--- config.mk ---
export PLATFORM = sky130hd
export DESIGN_NAME = acxu_exec
export DESIGN_NICKNAME = d
export VERILOG_FILES = /design/src/verilog/acxu_exec.v /design/src/verilog/acxu_adder.v
export VERILOG_INCLUDE_DIRS = /design/src /design/src/verilog
export SDC_FILE = /design/constraint.sdc
export NUM_CORES = 1
export LEC_CHECK = 0
export ABC_AREA = 1
export BUFFER_PORTS_ARGS = -buffer_cell sky130_fd_sc_hd__buf_2
export CAP_MARGIN = 20
export CORE_UTILIZATION = 48
export DETAILED_ROUTE_END_ITERATION = 12
export GPL_TIMING_DRIVEN = 0
export PLACE_DENSITY = 0.75
export REMOVE_ABC_BUFFERS = 1
export SKIP_LAST_GASP = 1
export SLEW_MARGIN = 20
export SYNTH_ARGS = -nofsm -noshare
export SYNTH_HDL_FRONTEND = slang
export SYNTH_HIERARCHICAL = 1
export SYNTH_SLANG_ARGS = --single-unit
--- constraint.sdc ---
create_clock -name clk -period 3.6 [get_ports clk]
set_clock_uncertainty 0.05 [all_clocks]
set_input_delay 1.08 -clock clk [delete_from_list [all_inputs] [get_ports clk]]
set_output_delay 1.08 -clock clk [all_outputs]
set_load 0.01 [all_outputs]
--- src/verilog/acxu_defs.vh ---
// Constants for the add, AND and call execution unit
//
// Summary of operation
// RULE1: ADC to accumulator: acc+mem+carry, flags updated
// RULE2: ADC to memory: sum written back, accumulator kept
// RULE3: ADD memory to accumulator, no carry in
// RULE4: ADD immediate to accumulator, no carry in
// RULE5: ADD to memory, no carry in, flags updated
// RULE6: AND memory into accumulator, zero flag only
// RULE7: AND immediate into accumulator, zero flag only
// RULE8: AND into memory, accumulator kept, zero only
// RULE9: Call pushes program counter plus one
// RULE10: Call loads target address, flags untouched
// RULE11: Call takes two instruction cycles
// RULE12: Eight-bit data; standard zero/carry/half/overflow flags
`ifndef ACXU_DEFS_VH
`define ACXU_DEFS_VH

// ----------------------------------------
// Widths
// ----------------------------------------
`define ACXU_DW        8
`define ACXU_PCW       13

// ----------------------------------------
// Operation codes from the decoder
// ----------------------------------------
`define ACXU_OP_NOP    4'h0
`define ACXU_OP_ADC_A  4'h1
`define ACXU_OP_ADC_M  4'h2
`define ACXU_OP_ADD_A  4'h3
`define ACXU_OP_ADD_I  4'h4
`define ACXU_OP_ADD_M  4'h5
`define ACXU_OP_AND_A  4'h6
`define ACXU_OP_AND_I  4'h7
`define ACXU_OP_AND_M  4'h8
`define ACXU_OP_CALL   4'h9

// ----------------------------------------
// Reset values and call timing
// ----------------------------------------
`define ACXU_ACC_RST   8'h00
`define ACXU_PC_RST    13'h0000
`define ACXU_PC_INC    13'h0001
`define ACXU_CALL_CYC  2

`endif

--- src/verilog/acxu_exec.v ---
// Execution datapath for add, add with carry, AND and subroutine call
`timescale 1ns/1ns
`default_nettype none
`include "acxu_defs.vh"

module acxu_exec (
   input  wire                    clk,
   input  wire                    arst_n,
   input  wire                    op_valid,
   input  wire [3:0]              op_code,
   input  wire [`ACXU_DW-1:0]     mem_rdata,
   input  wire [`ACXU_DW-1:0]     imm_data,
   input  wire [`ACXU_PCW-1:0]    call_target,
   input  wire [`ACXU_PCW-1:0]    pc_in,
   output wire                    op_ready,
   output reg  [`ACXU_DW-1:0]     acc_r,
   output reg                     zero_flag_r,
   output reg                     carry_flag_r,
   output reg                     half_carry_flag_r,
   output reg                     overflow_flag_r,
   output reg                     mem_we_r,
   output reg  [`ACXU_DW-1:0]     mem_wdata_r,
   output reg                     stack_push_r,
   output reg  [`ACXU_PCW-1:0]    stack_data_r,
   output reg                     pc_load_r,
   output reg  [`ACXU_PCW-1:0]    pc_target_r
);
   // ----------------------------------------
   // Operation decode helpers
   // ----------------------------------------
   localparam ST_IDLE  = 1'b0;
   localparam ST_CALL2 = 1'b1;

   reg                  state_r;
   reg                  state_nxt;
   reg [`ACXU_PCW-1:0]  tgt_hold_r;
   reg [`ACXU_PCW-1:0]  tgt_hold_nxt;
   reg [`ACXU_DW-1:0]   acc_nxt;
   reg                  zero_nxt;
   reg                  carry_nxt;
   reg                  half_carry_nxt;
   reg                  overflow_nxt;
   reg                  mem_we_nxt;
   reg [`ACXU_DW-1:0]   mem_wdata_nxt;
   reg                  stack_push_nxt;
   reg [`ACXU_PCW-1:0]  stack_data_nxt;
   reg                  pc_load_nxt;
   reg [`ACXU_PCW-1:0]  pc_target_nxt;

   function is_arith;
      input [3:0] op;
      begin
         is_arith = (op == `ACXU_OP_ADC_A) || (op == `ACXU_OP_ADC_M) ||
                    (op == `ACXU_OP_ADD_A) || (op == `ACXU_OP_ADD_I) ||
                    (op == `ACXU_OP_ADD_M);
      end
   endfunction

   function is_logic;
      input [3:0] op;
      begin
         is_logic = (op == `ACXU_OP_AND_A) || (op == `ACXU_OP_AND_I) ||
                    (op == `ACXU_OP_AND_M);
      end
   endfunction

   function to_mem;
      input [3:0] op;
      begin
         to_mem = (op == `ACXU_OP_ADC_M) || (op == `ACXU_OP_ADD_M) ||
                  (op == `ACXU_OP_AND_M);
      end
   endfunction

   function is_call;
      input [3:0] op;
      begin
         is_call = (op == `ACXU_OP_CALL);
      end
   endfunction

   // ----------------------------------------
   // Operand selection and adder
   // ----------------------------------------
   wire                op_go;
   wire                use_imm;
   wire                use_cin;
   wire [`ACXU_DW-1:0] opnd_b;
   wire [`ACXU_DW-1:0] add_sum;
   wire [`ACXU_DW-1:0] and_res;
   wire [`ACXU_DW-1:0] result;
   wire                add_c;
   wire                add_hc;
   wire                add_ov;

   assign op_go   = op_valid && op_ready;
   assign use_imm = (op_code == `ACXU_OP_ADD_I) || (op_code == `ACXU_OP_AND_I); // [RULE4] [RULE7]
   // Carry input only for the two with-carry forms; plain adds
   // and the immediate add always see a zero carry in
   assign use_cin = ((op_code == `ACXU_OP_ADC_A) ||
                     (op_code == `ACXU_OP_ADC_M)) &&
                    carry_flag_r;                  // [RULE1] [RULE2] [RULE3] [RULE4] [RULE5]
   assign opnd_b  = use_imm ? imm_data : mem_rdata;
   assign and_res = acc_r & opnd_b;                             // [RULE6] [RULE7] [RULE8]
   assign result  = is_logic(op_code) ? and_res : add_sum;

   acxu_adder u_add (
      .a     (acc_r),
      .b     (opnd_b),
      .cin   (use_cin),
      .sum   (add_sum),
      .cout  (add_c),
      .hcout (add_hc),
      .ovf   (add_ov)
   );

   // Decoder may issue only while no call is in its second cycle
   assign op_ready = (state_r == ST_IDLE);                      // [RULE11]

   // ----------------------------------------
   // Call sequencing
   // ----------------------------------------
   always @* begin
      state_nxt = state_r;
      case (state_r)
         ST_IDLE: begin
            if (op_go && (op_code == `ACXU_OP_CALL)) begin
               state_nxt = ST_CALL2;                            // [RULE11]
            end
         end
         ST_CALL2: begin
            state_nxt = ST_IDLE;
         end
         default: begin
            state_nxt = ST_IDLE;
         end
      endcase
   end

   // ----------------------------------------
   // Accumulator and flag next values
   // ----------------------------------------
   // Arithmetic updates all four flags, AND only zero; a call,
   // a refused op or an unknown code leaves every one of them alone
   always @* begin
      acc_nxt        = acc_r;
      zero_nxt       = zero_flag_r;
      carry_nxt      = carry_flag_r;
      half_carry_nxt = half_carry_flag_r;
      overflow_nxt   = overflow_flag_r;
      if (op_go && (is_arith(op_code) || is_logic(op_code))) begin
         // Zero reflects the byte actually produced, wherever it goes
         zero_nxt = (result == `ACXU_ACC_RST);            // [RULE12]
         if (!to_mem(op_code)) begin
            acc_nxt = result;                  // [RULE1] [RULE3] [RULE4] [RULE6] [RULE7]
         end
      end
      if (op_go && is_arith(op_code)) begin
         carry_nxt      = add_c;                          // [RULE1] [RULE2] [RULE5]
         half_carry_nxt = add_hc;
         overflow_nxt   = add_ov;
      end
   end

   // ----------------------------------------
   // Write-back, push and load next values
   // ----------------------------------------
   // Push in the cycle after the taking edge, load one cycle later
   always @* begin
      mem_we_nxt     = op_go && to_mem(op_code);          // [RULE2] [RULE5] [RULE8]
      mem_wdata_nxt  = mem_wdata_r;
      stack_push_nxt = op_go && is_call(op_code);         // [RULE9]
      stack_data_nxt = stack_data_r;
      pc_load_nxt    = (state_r == ST_CALL2);             // [RULE10]
      pc_target_nxt  = pc_target_r;
      tgt_hold_nxt   = tgt_hold_r;
      if (op_go && to_mem(op_code)) begin
         mem_wdata_nxt = result;
      end
      if (op_go && is_call(op_code)) begin
         // Return address wraps at the top of program space
         stack_data_nxt = pc_in + `ACXU_PC_INC;           // [RULE9]
         // Target held over the busy slot; decoder may move on
         tgt_hold_nxt   = call_target;                    // [RULE10]
      end
      if (state_r == ST_CALL2) begin
         pc_target_nxt = tgt_hold_r;                      // [RULE10]
      end
   end

   // ----------------------------------------
   // Registers
   // ----------------------------------------
   // Sequencer, accumulator, flags and held target
   always @(posedge clk or negedge arst_n) begin
      if (!arst_n) begin
         state_r           <= ST_IDLE;
         acc_r             <= `ACXU_ACC_RST;
         zero_flag_r       <= 1'b0;
         carry_flag_r      <= 1'b0;
         half_carry_flag_r <= 1'b0;
         overflow_flag_r   <= 1'b0;
         tgt_hold_r        <= `ACXU_PC_RST;
      end else begin
         state_r           <= state_nxt;
         acc_r             <= acc_nxt;
         zero_flag_r       <= zero_nxt;
         carry_flag_r      <= carry_nxt;
         half_carry_flag_r <= half_carry_nxt;
         overflow_flag_r   <= overflow_nxt;
         tgt_hold_r        <= tgt_hold_nxt;
      end
   end

   // Memory, stack and program counter strobes and data
   always @(posedge clk or negedge arst_n) begin
      if (!arst_n) begin
         mem_we_r     <= 1'b0;
         mem_wdata_r  <= `ACXU_ACC_RST;
         stack_push_r <= 1'b0;
         stack_data_r <= `ACXU_PC_RST;
         pc_load_r    <= 1'b0;
         pc_target_r  <= `ACXU_PC_RST;
      end else begin
         mem_we_r     <= mem_we_nxt;
         mem_wdata_r  <= mem_wdata_nxt;
         stack_push_r <= stack_push_nxt;
         stack_data_r <= stack_data_nxt;
         pc_load_r    <= pc_load_nxt;
         pc_target_r  <= pc_target_nxt;
      end
   end
endmodule
`default_nettype wire

--- src/verilog/acxu_adder.v ---
// Eight-bit adder with carry, half-carry and overflow outputs
`timescale 1ns/1ns
`default_nettype none
`include "acxu_defs.vh"

module acxu_adder (
   input  wire [7:0] a,
   input  wire [7:0] b,
   input  wire       cin,
   output wire [7:0] sum,
   output wire       cout,
   output wire       hcout,
   output wire       ovf
);
   wire [4:0] lo;
   wire [4:0] hi;

   // Nibble-wise add exposes the bit 3 carry
   assign lo    = {1'b0, a[3:0]} + {1'b0, b[3:0]} + {4'h0, cin};
   assign hi    = {1'b0, a[7:4]} + {1'b0, b[7:4]} + {4'h0, lo[4]};
   assign sum   = {hi[3:0], lo[3:0]};
   assign cout  = hi[4];                              // [RULE12]
   assign hcout = lo[4];                              // [RULE12]
   // Signed overflow: like-signed operands, unlike-signed sum
   assign ovf   = (a[7] == b[7]) && (sum[7] != a[7]); // [RULE12]
endmodule
`default_nettype wire

==> results of run 1 <==
## flip-flops by register name, indices dropped and copies added, names as in the netlist
| name | flops |
|---|---|
| pc_target_r | 13 |
| stack_data_r | 13 |
| tgt_hold_r | 13 |
| acc_r | 8 |
| mem_wdata_r | 8 |
| carry_flag_r | 1 |
| half_carry_flag_r | 1 |
| mem_we_r | 1 |
| overflow_flag_r | 1 |
| pc_load_nxt | 1 |
| pc_load_r | 1 |
| stack_push_r | 1 |
| zero_flag_r | 1 |
## layout make-up
cell class / count / area, µm²
fill: 590 / 2367
multi-input combinational: 298 / 1587
sequential: 63 / 1577
timing repair buffer: 115 / 680.7
inverter: 53 / 216.5
clock buffer: 9 / 123.9
clock inverter: 7 / 105.1
tap: 80 / 100.1
## kinds of logic (layout without fill, tap and decap cells)
kind of cell               Yosys count  count (layout)  share of synthesized area
AOI/OAI and AO/OA                   49              49                    0.08511
xor gates and xnor gates             7               7                    0.01837
and+or+nand+nor                    231             231                     0.2985
buffers and inverters               62             184                    0.07536
adders and majority gates           11              11                    0.05024
DFF                                 63              63                     0.4724
## per-stage QoR
stage,TNS (ns),util
after floorplan,-0.4857,-
after global placement,-6.867,0.5735
after detailed placement,-4.749,0.5746
after CTS,-0.04019,0.6328
after global routing,-0.1743,0.6496
final,0,0.6496
## worst max path at each step
| stage | from | end | slack, ns | cells past startpoint |
|---|---|---|---|---|
| floorplan | op_code[0] | zero_flag_r | -0.19 | 20 |
| global placement | op_code[0] | zero_flag_r | -0.63 | 21 |
| detailed placement | op_code[0] | zero_flag_r | -0.69 | 21 |
| CTS | op_code[0] | zero_flag_r | -0.04 | 20 |
| global route | op_code[3] | zero_flag_r | -0.12 | 19 |
| finish | op_code[3] | zero_flag_r | 0.006 | 19 |
## critical path: stages
cell	delay (ns)
buf_12	0.11
nor2_8	0.13
nand4_1	0.13
nand2_2	0.10
inv_2	0.04
fa_2	0.35
inv_2	0.07
fa_2	0.23
a31oi_4	0.11
fa_2	0.37
fa_1	0.50
inv_1	0.04
inv_1	0.04
nor2_1	0.04
a21oi_2	0.17
nand2_1	0.07
nor2_1	0.09
nand3_1	0.07
nand2_1	0.06
## routing by layer
| metal | share of wire | vias up |
|---|---|---|
| met1 | 0.43 | 1467 |
| met4 | 0.012 | 0 |
| li1 | - | 1560 |
| met5 | 0 | - |
| met2 | 0.49 | 95 |
| met3 | 0.068 | 11 |
## cell usage after synthesis (all sizes together)
library cell / number
dfrtp: 63
nand4: 7
nand3b: 1
a31oi: 1
xor2: 5
fa: 4
nor3: 1
nor2: 35
and3: 1
inv: 52
ha: 7
o211ai: 1
clkinv: 1
buf: 6
o31ai: 3
xnor2: 2
a21oi: 25
o21ai: 19
clkbuf: 3
nand3: 20
nand2: 166
## power breakdown
group          switching, W  internal, W  total [W]
Combinational      0.000687     0.000508    0.00119
Sequential         0.000143     0.000904    0.00105
Clock              0.000302     0.000399   0.000701
Total               0.00113      0.00181    0.00294
## repair_timing
action	CTS	global route
resized for setup	24	20
setup endpoints to repair	8	6
pin swaps	14	14
setup buffers	11	6
==> flow_metrics.py, run 1 <==
metrics = {
    "outcome": {
        "status": "finished clean",
    },
    "global_route": {
        "grt.busiest_layer": "met2",
        "grt_antenna_before_repair": 0,
        "met1_usage": 0.3039,
        "use_met3": 0.05642,
        "grt_pass1_wl_mm": 13.12,
        "globalRouteMet2Util": 0.3790,
        "grt_usage": 0.2333,
        "grt_pass1_vias": 2904,
        "overflow": 0,
        "grt_max_degree": 64,
    },
    "critical_path": {
        "regToRegStartpoint": "pc_load_nxt",
        "setup.worst_path.start_class": "input port",
        "r2r_end": "stack_data_r[11]",
        "arrival_ns": 3.82,
        "crit_path_end_kind": "flop",
        "cp.required_ns": 3.83,
        "crit_type": "in2reg",
        "r2r.worst_path.cells": 7,
        "reg2reg_slack_ns": 0.62,
        "critPathMaxFanout": 4,
    },
    "yosys": {
        "syn_inst": 423,
        "syn_avg_cell_area_um2": 7.889,
        "synth_cell_types": 34,
        "ys_seq_elements": 63,
        "synth.top_cell.area_share": 0.4724,
        "synth.area.top_cells": "dfrtp_1 (47%), nand2_1 (18%), inv_1 (5.4%)",
        "synth_warnings": 6,
        "synth_top_cell_by_area": "dfrtp_1",
        "ys_seq_area_frac": 0.4724,
        "syn_area_mm2": 0.003337,
    },
    "die": {
        "ios": 99,
        "start_util": 0.4939,
        "die_w_um": 85.38,
        "design.core.area_mm2": 0.006756,
        "die_h_um": 85.38,
        "dieArea_mm2": 0.007290,
        "core.rowCount": 30,
    },
    "cells_and_area": {
        "drive_above_1_share": 0.3101,
        "final_area_mm2": 0.004389,
        "antenna_cells": 0,
        "mostFrequentLayoutCell": "nand2_1",
        "area_growth_pct": 31.53,
        "fin_cells": 625,
        "most-common-layout-cells": "nand2_1 (159), buf_2 (93), dfrtp_1 (63), inv_1 (44), nor2_1 (29)",
        "nNetsFinal": 600,
    },
    "drt": {
        "wl_per_cell_um": 13.17,
        "drtIter0Drc": 201,
        "final_antenna_net_count": 0,
        "via_per_inst": 5.013,
        "drc_errors": 0,
        "drt_pass1_iterations": 4,
        "totalWireLength_mm": 8.230,
        "num_vias": 3133,
    },
    "timing": {
        "setup_viol": 0,
        "fin_ws_ns": 0.006207,
        "rsz0062_at_grt": "yes",
        "fin_crit_sh": 0.9983,
        "final_max_slew_viol_count": 0,
        "tightest_slew_ns": 0.7860,
        "fin_crit_ns": 3.594,
        "fmax_ghz": 0.2783,
        "whs_ns": 0.4174,
        "relSlewSlack": 0.4760,
        "hold_viol_final": 0,
    },
    "clocking": {
        "cts.sinks": 63,
        "hold_buffers": 0,
        "htreeDepth": 3,
        "numCtsBuffers": 9,
        "cts.clk_slew.worst_paths_ns": 0.07,
        "cts_tree": "built",
        "cts_root_buffer": "clkbuf_8",
        "clockBufferDepth": 2,
        "insertion_delay_ns": 0.34,
    },
    "placement": {
        "dpl-instance-area_mm2": 0.003882,
        "pre_cts_slack_ns": -0.6881,
        "dp_hpwl_mm": 5.455,
        "io_buffers": 98,
        "dpl.cell_count": 592,
        "gp_congestion": 0.8556,
    },
    "hold_path": {
        "hold_path.startpoint": "pc_target_r[3]",
        "holdPathEnd": "pc_target_r[3]",
        "hold_path.class": "reg2reg",
        "min_path_cells": 2,
    },
    "power": {
        "power_density_mw_per_mm2": 670.5,
        "p_leak_nw": 2.513,
        "total_power_w": 0.002943,
        "ir_drop_uv": 291.0,
    },
    "run": {
        "maxCapViolations": 0,
    },
}
(Power assumes the default switching activity.)
==> run 2, diff against run 1 <==
- CORE_MARGIN: not set -> 5
- CTS_BUF_LIST: not set -> sky130_fd_sc_hd__clkbuf_8 sky130_fd_sc_hd__clkbuf_16
==> run 2 against run 1 <==
  * Critical endpoint unchanged
  * Core utilization rose by 3.4 points
  * Worst hold slack improved by 0.00073 ns
  * Combinational power rose by 9%
  * Cell area rose by 5.8%
  * Register-to-register slack improved by 0.02 ns
  * Final cell count rose by 7.2%
  * The flow now finishes with violations (setup timing)
  * Maximum frequency fell by 1.0%
  * Largest cell class unchanged
==> flow_metrics.py, run 2 (synthesized netlist as in run 1, its figures left out) <==
metrics = {
    "drt": {
        "final_antenna_net_count": 0,
        "via_per_inst": 4.966,
        "wl_per_cell_um": 14.57,
        "totalWireLength_mm": 9.764,
        "drc_errors": 0,
        "num_vias": 3327,
        "drtIter0Drc": 225,
        "drt_pass1_iterations": 7,
    },
    "global_route": {
        "grt_pass1_vias": 3212,
        "grt_pass1_wl_mm": 15.13,
        "grt_antenna_before_repair": 0,
        "grt_max_degree": 48,
        "grt_usage": 0.2230,
        "overflow": 0,
    },
    "timing": {
        "setup_tns_ns": -0.03172,
        "fmax_ghz": 0.2754,
        "tightest_slew_ns": 0.7197,
        "fin_crit_sh": 1.009,
        "fin_ws_ns": -0.03172,
        "setup_viol": 1,
        "rsz0062_at_grt": "yes",
        "fin_crit_ns": 3.632,
        "hold_viol_final": 0,
        "final_max_slew_viol_count": 0,
        "relSlewSlack": 0.5196,
    },
    "placement": {
        "gp_congestion": 0.9003,
        "io_buffers": 98,
        "dpl-instance-area_mm2": 0.003930,
        "dpl.cell_count": 609,
        "dp_hpwl_mm": 5.885,
    },
    "power": {
        "power_density_mw_per_mm2": 640.8,
        "ir_drop_uv": 286.7,
        "clkPwrFrac": 0.211,
        "p_leak_nw": 2.641,
        "power.switching_w": 0.001167,
        "netSwitchingFraction": 0.3921,
        "power_frac_comb": 0.435,
        "power_frac_seq": 0.354,
        "power.internal_w": 0.001809,
    },
    "critical_path": {
        "worstPathCellList": "buf_6 -> nor2_8 -> nand3_4 -> nand2_2 -> nand2_2 -> buf_4 -> buf_4 -> buf_4 -> buf_4 -> buf_4 -> buf_4 -> buf_4 -> buf_4 -> buf_4 -> buf_4 -> buf_4 -> buf_4 -> buf_4 -> buf_4 -> a21oi_4 -> nand2_2 -> nor2_2 -> nand3_1 -> nand2_1",
        "critPathMaxFanout": 4,
        "crit_path_end_kind": "flop",
        "path_buf_inv": 15,
        "cp_top_family": "buffers and inverters",
        "slowest_delay_ns": 0.20,
        "setup.worst_path.start_class": "input port",
        "cpMostUsedCell": "buf_4",
        "arrival_ns": 3.84,
        "cp.required_ns": 3.81,
        "slowest_stage": "a21oi_4",
        "crit_type": "in2reg",
    },
    "clocking": {
        "htreeDepth": 3,
        "insertion_delay_ns": 0.33,
        "cts_tree": "built",
        "cts.clk_slew.worst_paths_ns": 0.08,
        "numCtsBuffers": 9,
        "cts_root_buffer": "clkbuf_8",
        "cts.sinks": 63,
        "hold_buffers": 0,
        "clockBufferDepth": 2,
    },
    "cells_and_area": {
        "largestRegisters": "pc_target_r (13), stack_data_r (13), tgt_hold_r (13)",
        "drive_above_1_share": 0.3537,
        "mostFrequentLayoutCell": "nand2_1",
        "fin_cells": 670,
        "most-common-layout-cells": "nand2_1 (157), buf_2 (93), dfrtp_1 (63), buf_4 (46), inv_1 (44)",
        "area_growth_pct": 39.18,
        "antenna_cells": 0,
        "nNetsFinal": 629,
        "final_area_mm2": 0.004644,
    },
    "die": {
        "start_util": 0.4912,
        "die_w_um": 93.38,
        "ios": 99,
        "die_h_um": 93.38,
        "dieArea_mm2": 0.008720,
        "design.core.area_mm2": 0.006794,
        "core.rowCount": 30,
    },
    "hold_path": {
        "hold_path.class": "reg2reg",
    },
    "outcome": {
        "violations": "setup timing",
        "status": "finished with violations",
    },
    "run": {
        "maxCapViolations": 0,
    },
}
run 2: cell types whose count changed in the layout (fill, tap and decap cells not counted), sizes merged:
| cell | change |
|---|---|
| inv | -1 |
| clkinvlp | +1 |
| bufinv | -1 |
| clkbuf | +1 |
| buf | +29 |
run 2: worst paths after layout:
kind	from	endpoint	slack, ns	depth (start not counted)
max in group asynchronous	arst_n	pc_target_r[10]	2.43	2
min in group asynchronous	arst_n	mem_wdata_r[3]	0.57	1
worst max-delay path	op_code[3]	zero_flag_r	-0.03	24
worst max register to register	pc_load_nxt	stack_data_r[9]	0.64	7
worst min-delay path	pc_target_r[11]	pc_target_r[11]	0.42	2
worst min register to register	pc_target_r[11]	pc_target_r[11]	0.42	2
run 2: worst min-delay path, stage by stage, from the launching register on:
cell	delay (ns)
dfrtp_1	0.34
nand2_1	0.05
nand2_1	0.05
run 2: repair_timing:
action,CTS,global route
pin swaps,15,17
endpoints found under the setup margin,8,10
gates resized for setup,29,17
buffers inserted,37,8
run 2: metrics by stage:
stage	total power [W]	utilization	setup WS, ns	hold WS (ns)
CTS	0.002873	0.6650	-0.03989	0.4236
global placement	0.002073	0.5733	-0.6157	0.3993
floorplan	0.001723	-	-0.1882	0.3992
finish	0.002976	0.6836	-0.03172	0.4181
global route	0.003204	0.6836	-0.1289	0.4483
detailed placement	0.002116	0.5785	-0.7105	0.4041
run 2: power groups by stage:
stage          combinational, W  sequential [W]  clock (W)
2_1_floorplan          0.000603         0.00112          0
3_3_place_gp            0.00103         0.00105          0
3_5_place_dp            0.00106         0.00105          0
4_1_cts                 0.00118         0.00105   0.000646
5_1_grt                 0.00144         0.00108   0.000682
6_report                0.00130         0.00105   0.000627
run 2: final cells by class:
type | count | area, µm²
multi-input combinational | 298 | 1627
clock inverter | 6 | 67.56
inverter | 53 | 211.5
fill | 563 | 2150
clock buffer | 10 | 137.6
timing repair buffer | 144 | 904.6
sequential | 63 | 1577
tap | 96 | 120.1
run 2: layer usage:
metal / part of all wire / vias to the layer above / GRT usage
li1: - / 1615 / -
met1: 0.40 / 1539 / 0.2714
met2: 0.50 / 145 / 0.3699
met3: 0.070 / 28 / 0.06195
met4: 0.029 / 0 / 0.09524
met5: 0 / - / 0
